**config.mk**
```make
export PLATFORM = sky130hd
export DESIGN_NAME = mms_seq
export DESIGN_NICKNAME = d
export VERILOG_FILES = /design/src/mms_pkg.sv /design/src/mms_seq.sv
export SDC_FILE = /design/constraint.sdc
export NUM_CORES = 1
export LEC_CHECK = 0
export BUFFER_PORTS_ARGS = -buffer_cell sky130_fd_sc_hd__buf_2
export CAP_MARGIN = 0
export CORE_ASPECT_RATIO = 1.2
export CORE_MARGIN = 4
export CORE_UTILIZATION = 55
export CTS_CLUSTER_DIAMETER = 150
export DETAILED_ROUTE_END_ITERATION = 12
export GPL_TIMING_DRIVEN = 0
export PLACE_DENSITY = 0.85
export SYNTH_ARGS = -nofsm -noshare
export SYNTH_HDL_FRONTEND = slang
export SYNTH_SLANG_ARGS = --single-unit
```
**constraint.sdc**
```tcl
create_clock -name clk_sys_i -period 6.1 [get_ports clk_sys_i]
set_input_delay 0.305 -clock clk_sys_i [delete_from_list [all_inputs] [get_ports clk_sys_i]]
set_output_delay 0.305 -clock clk_sys_i [all_outputs]
set_load 0.05 [all_outputs]
```
**src/mms_pkg.sv**
```systemverilog
// ====================================================
// Shared constants of the management sequencer
package mms_pkg;

    // ================================================
    // Clock rate
    localparam int CLK_KHZ = 25000;

    // ================================================
    // Times in their own units (all maxima except reset)
    localparam int T_RST_MIN_US = 2;
    localparam int T_INIT_MS    = 2000;
    localparam int T_SERIAL_MS  = 2000;
    localparam int T_WAKE_MS    = 300;
    localparam int T_RATE_US    = 100;

    // ================================================
    // Cycle counts derived from the times
    localparam int RST_MIN_CYC     = (T_RST_MIN_US * CLK_KHZ + 999) / 1000;
    localparam int INIT_MAX_CYC    = T_INIT_MS * CLK_KHZ;
    localparam int SERIAL_MAX_CYC  = T_SERIAL_MS * CLK_KHZ;
    localparam int WAKE_MAX_CYC    = T_WAKE_MS * CLK_KHZ;
    localparam int RATE_MAX_CYC    = (T_RATE_US * CLK_KHZ) / 1000;
    localparam int RATE_SETTLE_CYC = RATE_MAX_CYC / 2;

    // ================================================
    // Widths
    localparam int CNT_W      = 26;
    localparam int RST_CNT_W  = 6;
    localparam int RATE_CNT_W = 12;
    localparam int RATE_W     = 8;
    localparam int LANES      = 4;
    localparam int FLAG_W     = 3 * LANES;

    // ================================================
    // Flag layout
    localparam int FLAG_LOS_LSB = 0;
    localparam int FLAG_TXF_LSB = 4;
    localparam int FLAG_OTH_LSB = 8;

    // ================================================
    // Synchroniser vector layout
    localparam int SYNC_RST_BIT  = 0;
    localparam int SYNC_LP_BIT   = 1;
    localparam int SYNC_COND_LSB = 2;
    localparam int SYNC_W        = SYNC_COND_LSB + FLAG_W;

    // ================================================
    // Reset values
    localparam logic [SYNC_W-1:0] SYNC_RST_VAL = 14'h0001;
    localparam logic              DNR_RST      = 1'b1;
    localparam logic              INT_N_RST    = 1'b1;

    // ================================================
    // Sequencer states
    typedef enum logic [2:0] {
        ST_INIT   = 3'b000,
        ST_HELD   = 3'b001,
        ST_RUN    = 3'b010,
        ST_LOWPWR = 3'b011,
        ST_WAKE   = 3'b100
    } mms_state_e;

endpackage

```
**src/mms_seq.sv**
```systemverilog
`timescale 1ns/1ps

module mms_seq
    import mms_pkg::*;
#(
    parameter int unsigned INIT_WAIT   = INIT_MAX_CYC / 2,
    parameter int unsigned SERIAL_WAIT = SERIAL_MAX_CYC / 2,
    parameter int unsigned WAKE_WAIT   = WAKE_MAX_CYC / 2
) (
    // Clock and power-on reset
    input  wire logic              clk_sys_i,
    input  wire logic              reset_i,
    // Host pins
    input  wire logic              active_low_reset_pin_i,
    input  wire logic              low_power_select_pin_i,
    // Monitored conditions, per lane
    input  wire logic [LANES-1:0]  rx_los_i,
    input  wire logic [LANES-1:0]  tx_fault_i,
    input  wire logic [LANES-1:0]  other_cond_i,
    // Host register side, same clock
    input  wire logic [FLAG_W-1:0] flag_clear_i,
    input  wire logic              ready_clear_i,
    input  wire logic [FLAG_W-1:0] flag_mask_i,
    input  wire logic              sw_power_down_i,
    input  wire logic [RATE_W-1:0] rate_select_i,
    // Status and pins out
    output logic                   active_low_interrupt_line_o,
    output logic                   serial_ready_o,
    output logic                   data_not_ready_o,
    output logic                   fully_functional_o,
    output logic                   power_level1_o,
    output logic [FLAG_W-1:0]      flags_o,
    output logic [RATE_W-1:0]      rate_applied_o,
    output logic                   rate_conform_o
);

    // ================================================
    // State record
    typedef struct packed {
        logic [SYNC_W-1:0]     s1;
        logic [SYNC_W-1:0]     s2;
        logic [SYNC_W-1:0]     s3;
        logic [SYNC_W-1:0]     filt;
        mms_state_e            state;
        logic [CNT_W-1:0]      cnt;
        logic [CNT_W-1:0]      ser_cnt;
        logic                  ser_rdy;
        logic [RST_CNT_W-1:0]  rst_lo_cnt;
        logic                  dnr;
        logic                  ready_pend;
        logic [FLAG_W-1:0]     flags;
        logic                  int_n;
        logic                  lp1;
        logic                  func;
        logic [RATE_W-1:0]     rate;
        logic [RATE_CNT_W-1:0] rate_cnt;
        logic                  conform;
    } mms_state_s;

    mms_state_s q;
    mms_state_s d;

    // ================================================
    // Derived terms
    logic [SYNC_W-1:0] filt_d;
    logic              rst_low;
    logic              rst_req;
    logic              lp_req;
    logic              flag_en;
    logic [FLAG_W-1:0] cond_now;
    logic [FLAG_W-1:0] flag_set;

    // Input held until two late stages agree
    assign filt_d = (q.s2 & q.s3) | (q.filt & (q.s2 | q.s3));

    // Reset pin counts only after the glitch filter
    assign rst_low = ~q.filt[SYNC_RST_BIT];
    // Request in the last cycle of the minimum low time, so a pulse of exactly that width counts
    assign rst_req = rst_low && (q.rst_lo_cnt == RST_CNT_W'(RST_MIN_CYC - 1));

    // Low power by pin or by software bit
    assign lp_req = filt_d[SYNC_LP_BIT] | sw_power_down_i;

    // Conditions flag only once initialised
    assign flag_en  = (q.state != ST_INIT) && (q.state != ST_HELD);
    assign cond_now = filt_d[SYNC_COND_LSB +: FLAG_W];
    assign flag_set = cond_now & ~q.filt[SYNC_COND_LSB +: FLAG_W]
                      & {FLAG_W{flag_en}};

    // ================================================
    // Next-state logic
    always_comb begin
        d = q;

        // Three-stage pin synchroniser
        d.s1   = {other_cond_i, tx_fault_i, rx_los_i,
                  low_power_select_pin_i, active_low_reset_pin_i};
        d.s2   = q.s1;
        d.s3   = q.s2;
        d.filt = filt_d;

        // Low-time counter of the reset pin
        if (!rst_low) begin
            d.rst_lo_cnt = '0;
        end else if (q.rst_lo_cnt != RST_CNT_W'(RST_MIN_CYC - 1)) begin
            d.rst_lo_cnt = q.rst_lo_cnt + 1'b1;
        end

        // Serial bus comes alive after power-on only
        if (!q.ser_rdy) begin
            if (q.ser_cnt == CNT_W'(SERIAL_WAIT - 1)) begin
                d.ser_rdy = 1'b1;
            end else begin
                d.ser_cnt = q.ser_cnt + 1'b1;
            end
        end

        // Power sequencing
        case (q.state)
            ST_INIT: begin
                d.dnr  = 1'b1;
                d.func = 1'b0;
                d.cnt  = q.cnt + 1'b1;
                if (q.cnt == CNT_W'(INIT_WAIT - 1)) begin
                    d.state      = ST_RUN;
                    d.cnt        = '0;
                    d.dnr        = 1'b0;
                    d.ready_pend = 1'b1;
                    d.func       = 1'b1;
                end
            end
            ST_HELD: begin
                d.dnr        = 1'b1;
                d.func       = 1'b0;
                d.ready_pend = 1'b0;
                d.flags      = '0;
                if (!rst_low) begin
                    d.state = ST_INIT;
                    d.cnt   = '0;
                end
            end
            ST_RUN: begin
                if (lp_req) begin
                    d.state = ST_LOWPWR;
                    d.lp1   = 1'b1;
                    d.func  = 1'b0;
                end
            end
            ST_LOWPWR: begin
                d.lp1 = 1'b1;
                if (!lp_req) begin
                    d.state = ST_WAKE;
                    d.lp1   = 1'b0;
                    d.cnt   = '0;
                end
            end
            ST_WAKE: begin
                d.cnt = q.cnt + 1'b1;
                if (lp_req) begin
                    d.state = ST_LOWPWR;
                    d.lp1   = 1'b1;
                end else if (q.cnt == CNT_W'(WAKE_WAIT - 1)) begin
                    d.state = ST_RUN;
                    d.func  = 1'b1;
                    d.cnt   = '0;
                end
            end
            default: begin
                d.state = ST_INIT;
                d.cnt   = '0;
            end
        endcase

        // Valid reset request wins in any state
        if (rst_req) begin
            d.state      = ST_HELD;
            d.dnr        = 1'b1;
            d.func       = 1'b0;
            d.lp1        = 1'b0;
            d.ready_pend = 1'b0;
            d.flags      = '0;
            d.cnt        = '0;
        end

        // Sticky flags: a set beats a clearing read, a pin reset beats both
        if (flag_en && !rst_req) begin
            d.flags = (q.flags & ~flag_clear_i) | flag_set;
        end

        // Readiness event cleared by its read; its set during init wins
        if (ready_clear_i && (q.state != ST_INIT)) begin
            d.ready_pend = 1'b0;
        end

        // Interrupt line low while any event is unmasked
        d.int_n = ~(d.ready_pend | (|(d.flags & ~flag_mask_i)));

        // Rate select change then settle period
        if (rate_select_i != q.rate) begin
            d.rate     = rate_select_i;
            d.conform  = 1'b0;
            d.rate_cnt = '0;
        end else if (!q.conform) begin
            d.rate_cnt = q.rate_cnt + 1'b1;
            if (q.rate_cnt == RATE_CNT_W'(RATE_SETTLE_CYC - 1)) begin
                d.conform = 1'b1;
            end
        end
    end

    // ================================================
    // State register
    always_ff @(posedge clk_sys_i) begin
        if (reset_i) begin
            q       <= '0;
            q.s1    <= SYNC_RST_VAL;
            q.s2    <= SYNC_RST_VAL;
            q.s3    <= SYNC_RST_VAL;
            q.filt  <= SYNC_RST_VAL;
            q.state <= ST_INIT;
            q.dnr   <= DNR_RST;
            q.int_n <= INT_N_RST;
        end else begin
            q <= d;
        end
    end

    // ================================================
    // Outputs, all straight from the record
    assign active_low_interrupt_line_o = q.int_n;
    assign serial_ready_o              = q.ser_rdy;
    assign data_not_ready_o            = q.dnr;
    assign fully_functional_o          = q.func;
    assign power_level1_o              = q.lp1;
    assign flags_o                     = q.flags;
    assign rate_applied_o              = q.rate;
    assign rate_conform_o              = q.conform;
endmodule // mms_seq

```
Yosys cells after proc, flatten, opt, wreduce, memory -nomap -nowiden
Cells that the tools add are included.
- bits in read-only memories: 0
- latch bits: 0
- memory bits (writable): 0
- input port bits: 50
- bits in registers: 156
- word-level logic and storage cells: 115
- output and inout port bits: 26
- memories kept: 0
- muxes and demuxes: 28
- shift-type cells: 0
- divide/modulo/power cells: 0
- $mul: 0
- add/sub/neg operators: 4
- bitwise logic cells: 19
- equal/unequal tests: 25
- reduce and logical (&&, ||, !) cells: 20
- magnitude comparators: 0
- operators with widths (kind ; count):
    26-bit case mux with 5 select lines ; 1
    29-bit two-way mux ; 4
    26-bit by 1-bit adder with 26-bit output, second input constant ; 2
    26-bit by 25-bit == test with 1-bit output, second input constant ; 2
    12-bit AND ; 4
    12-bit inverter ; 3
    14-bit AND ; 2
    14-bit OR ; 2
    27-bit two-way mux ; 1
    26-bit by 22-bit == test with 1-bit output, second input constant ; 1
    26-bit two-way mux ; 1
    12-bit two-way mux ; 2
    3-bit != test, second input constant ; 5
    3-bit case mux with 5 select lines ; 1
    2-bit != test, second input constant ; 7
    13-bit two-way mux ; 1
    12-bit by 1-bit adder with 12-bit output, second input constant ; 1
    12-bit by 11-bit == test with 1-bit output, second input constant ; 1
    12-bit OR ; 1
    12-bit OR reduction ; 1
    1-bit two-way mux ; 10
    5-bit AND reduction ; 2
    8-bit != test ; 1
    6-bit by 1-bit adder with 6-bit output, second input constant ; 1
    24 further kinds ; 39

Depth between registers and ports, before layout
- word-level depth: 11
- depth in mapped cells: 9

Worst setup path before layout
OpenSTA, ideal clock, no wires.
- path type: flip-flop to flip-flop
- start: register q[71] (netlist name)
- end: register q[98] (netlist name)
- slack: 4116 ps
- clock period less this slack: 1984 ps
- cell stages (with the launch flop): 8
- arrival time: 1868 ps
- required time: 5984 ps
- library setup time: 116 ps
- cells stage by stage: dfxtp_1 ha_1 nand3_2 nor4_4 a21o_4 o2111ai_4 or4_1 o211a_1
- cells in the longest elaborated chain, start to end: 3
- RTL lines (item ; RTL line ; text):
    start: declaration ; mms_seq.sv:60 ; mms_state_s q;
    26-bit by 22-bit == test with 1-bit output / 26-bit by 25-bit == test with 1-bit output (equally long branches) ; mms_seq.sv:162, mms_seq.sv:124 ;
    3-bit != test (no line) / 2-bit != test (equally long branches) ; -- ;
    5-bit AND reduction (no line) (*) ; -- ;
Mark *: on every way between the ends. The rest lies on a longest branch, timed or not.
A chain may end at the register's enable or synchronous reset.

Worst setup path after layout
- start: register q[99] (netlist name)
- end: register q, in the netlist active_low_interrupt_line_o
- cells in the longest elaborated chain, start to end: 9
- RTL lines (item ; RTL line ; text):
    3-bit by 1-bit != test with 1-bit output / 3-bit nonzero test (equally long branches) ; mms_seq.sv:85, mms_seq.sv:191 ;
    1-bit logical AND ; mms_seq.sv:85 ; assign flag_en = (q.state != ST_INIT) && (q.state != ST_HELD);
    12-bit AND ; mms_seq.sv:88 ; & {FLAG_W{flag_en}};
    12-bit OR ; mms_seq.sv:187 ; d.flags = (q.flags & ~flag_clear_i) | flag_set;
    12-bit two-way mux ; mms_seq.sv:186 ; if (flag_en && !rst_req) begin
    12-bit AND ; mms_seq.sv:196 ; d.int_n = ~(d.ready_pend | (|(d.flags & ~flag_mask_i)));
    12-bit OR reduction ; mms_seq.sv:196 ;
    1-bit OR (*) ; mms_seq.sv:196 ;
    1-bit inverter (*) ; mms_seq.sv:196 ;
Marked as above.

==> flow_summary.ini <==
[cts]
htreeDepth = 4
cts_hold_buf = 0
clock_latency_ns = 0.42
postCtsSetupBuffers = 0
postCtsResizedCells = 0
tritoncts = built
cts_root_buffer = clkbuf_16
tritoncts.num_buffers = 17
clk_path_buf_depth = 2
cts_sinks = 156
path_clk_slew_ns = 0.06

[pwr]
power_leakage_nw = 3.04
power_density_nw_per_um2 = 284
peakVddDrop_mv = 0.203

[routing]
remaining_drc_errors = 0
ant_nets = 0
routed_wl_microns = 14500
routedWlPerCell_microns = 14.4
firstDrtPassIters = 5
drt_iter0_drc = 356
vias_per_cell = 5.40
vias = 5412

[worst_setup_path]
worst-path-max-fanout = 10
crit_required_ns = 6.46
rr_worst_depth = 8
worstSetupPathType = reg2reg
critPathCaptureType = flip-flop
setup.worst_path.start_class = flip-flop
worstPathArrival_ns = 2.84

[final_layout]
fin_nets = 892
syn_to_final_growth_pct = 17.6
drive_above_1_share = 0.201
final_area_sq_um = 7780
antenna_cells = 0
fin_cells = 1003
nFillCells = 887

[yosys]
synth.largest_area_cell = dfxtp_1
yosysSeqAreaShare = 0.472
ys_warn_count = 0
yosys-top-cells-area = dfxtp_1, nor2_1, xor2_1, nor2b_1, nand2_1
syn_nets = 798
async_reset_ff_frac = 0
syn-cell-area_sq_um = 6610
synth_edf_count = 0
synth_ff_type = dfxtp_1
netlist.area_leader.share = 0.472
syn_inst = 742
ys_ff_latch = 156
ys_types = 69
avgSynthCellArea_sq_um = 8.91

[global_routing]
grt_pass1_vias = 5354
gr-usage-met3 = 0.0589
overflow = 0
top_usage_layer = met2
grtUsageMet1 = 0.250
grt_pass1_wl_microns = 24300
antenna_found_initial = 1
grt_use_total = 0.217
grt_use_met2 = 0.378
grt_max_degree = 17

[timing]
setup_tns_ns = 0
setup_viol = 0
whs_ns = 0.0742
fin_crit_ns = 2.48
tightest_slew_ns = 0.783
max_freq_ghz = 0.403
timing.clock.skew_ns = 0.00830
worst_slack_ns = 3.62
timing_hold_violations_final = 0
fin_crit_sh = 0.407
max_slew_margin = 0.473
rsz0062_at_grt = false
slew_viol_final = 0

[floorplan]
die_w_microns = 108
start_util = 0.566
die_h_microns = 128
pin_count = 76
rows = 43
core_region_area_sq_um = 11700
die_area_sq_um = 13800

[placed_design]
portBuffers = 75
globalplace.congestion = 0.838
place_hpwl_microns = 9830
place_ws_ns = 3.68
placed_area_sq_um = 7180
placed_cells = 974

[outcome]
status = complete, no violations

[min_path]
hold_class = in2reg
holdPathStages = 2

[job]
drv_cap = 0
-- cell usage after synthesis (3+ instances only) --
cell and n:
o21ai_0 25, nor4_1 4, a21oi_1 46, ha_1 6, inv_1 9, a31oi_1 10
or3_1 4, buf_2 8, and3_1 17, xor2_1 38, nand2b_1 3, nor2_1 93
o21bai_1 4, dfxtp_1 156, o22ai_1 6, buf_4 22, or2_2 5, nor3_1 27
nor2b_1 53, nand3_1 27, xnor2_1 22, a21o_1 3, nand2_1 70, clkbuf_1 13
nand4_1 17
-- final timing paths --
| path | endpoint | startpoint | slack (ns) |
|---|---|---|---|
| max | active_low_interrupt_line_o | q[99] | 3.62 |
| min | d[128] | active_low_reset_pin_i | 0.07 |
| max reg2reg | active_low_interrupt_line_o | q[99] | 3.62 |
| min reg2reg | d[114] | d[128] | 0.41 |
-- critical path: stages, from the launching register on --
cell	delay [ns]
dfxtp_1	0.33
buf_2	0.19
nor3_2	0.39
buf_2	0.34
nor3_1	0.12
a21oi_1	0.20
o22ai_1	0.11
nor4_1	0.50
a31o_2	0.25
-- metrics by stage --
| step | total power, mW | utilization |
|---|---|---|
| 3_5_place_dp | 1.17 | 0.615 |
| 3_3_place_gp | 1.16 | 0.615 |
| 6_report | 2.21 | 0.666 |
| 5_1_grt | 2.28 | 0.666 |
| 4_1_cts | 2.22 | 0.666 |
| 2_1_floorplan | 1.13 | - |
-- per-layer routing --
layer | vias up | part of all wire
met5 | - | 0.0010
met4 | 2 | 0.023
met3 | 31 | 0.053
met2 | 162 | 0.51
met1 | 2523 | 0.41
li1 | 2694 | -
-- report_power, final --
| part | internal [mW] | switching, mW | total [mW] |
|---|---|---|---|
| Combinational | 0.0396 | 0.0491 | 0.0887 |
| Clock | 0.660 | 0.409 | 1.07 |
| Sequential | 1.04 | 0.0152 | 1.06 |
-- layout by cell type, fill, tap and decap left out, types with 9 or more instances in the layout --
master	count
buf_2	83
nor2_1	93
clkbuf_16	17
o21ai_0	25
nor2b_1	53
dfxtp_1	156
inv_1	9
xnor2_1	22
a21oi_1	46
xor2_1	38
a31oi_1	10
buf_4	22
nand4_1	17
nand3_1	27
and3_1	17
nor3_1	27
clkbuf_1	13
nand2_1	70
-- kinds of logic (layout without fill, tap and decap cells) --
family / count (synthesis) / after routing / synth area share
compound gates: 111 / 111 / 0.105
xor+xnor: 60 / 60 / 0.0795
fa+ha+maj: 7 / 7 / 0.0131
buf+inv: 57 / 161 / 0.0505
flops: 156 / 156 / 0.472
mux: 1 / 1 / 0.00151
simple gates: 350 / 350 / 0.278
-- registers in the layout, summed over array words and instances (netlist names) --
register                     flops
flags_o                         12
fully_functional_o               1
rate_conform_o                   1
serial_ready_o                   1
active_low_interrupt_line_o      1
q                              102
power_level1_o                   1
rate_applied_o                   8
data_not_ready_o                 1
d                               28
-- cell type report --
class	count	area (sq um)	share of cell area
tap	157	196	0.0253
timing repair buffer	75	375	0.0483
sequential	156	3120	0.402
inverter	9	33.8	0.00434
multi-input combinational	529	3150	0.406
clock buffer	19	453	0.0582
clock inverter	10	141	0.0182
buffer	48	300	0.0386
No activity file was read; power rests on OpenSTA's default activity.
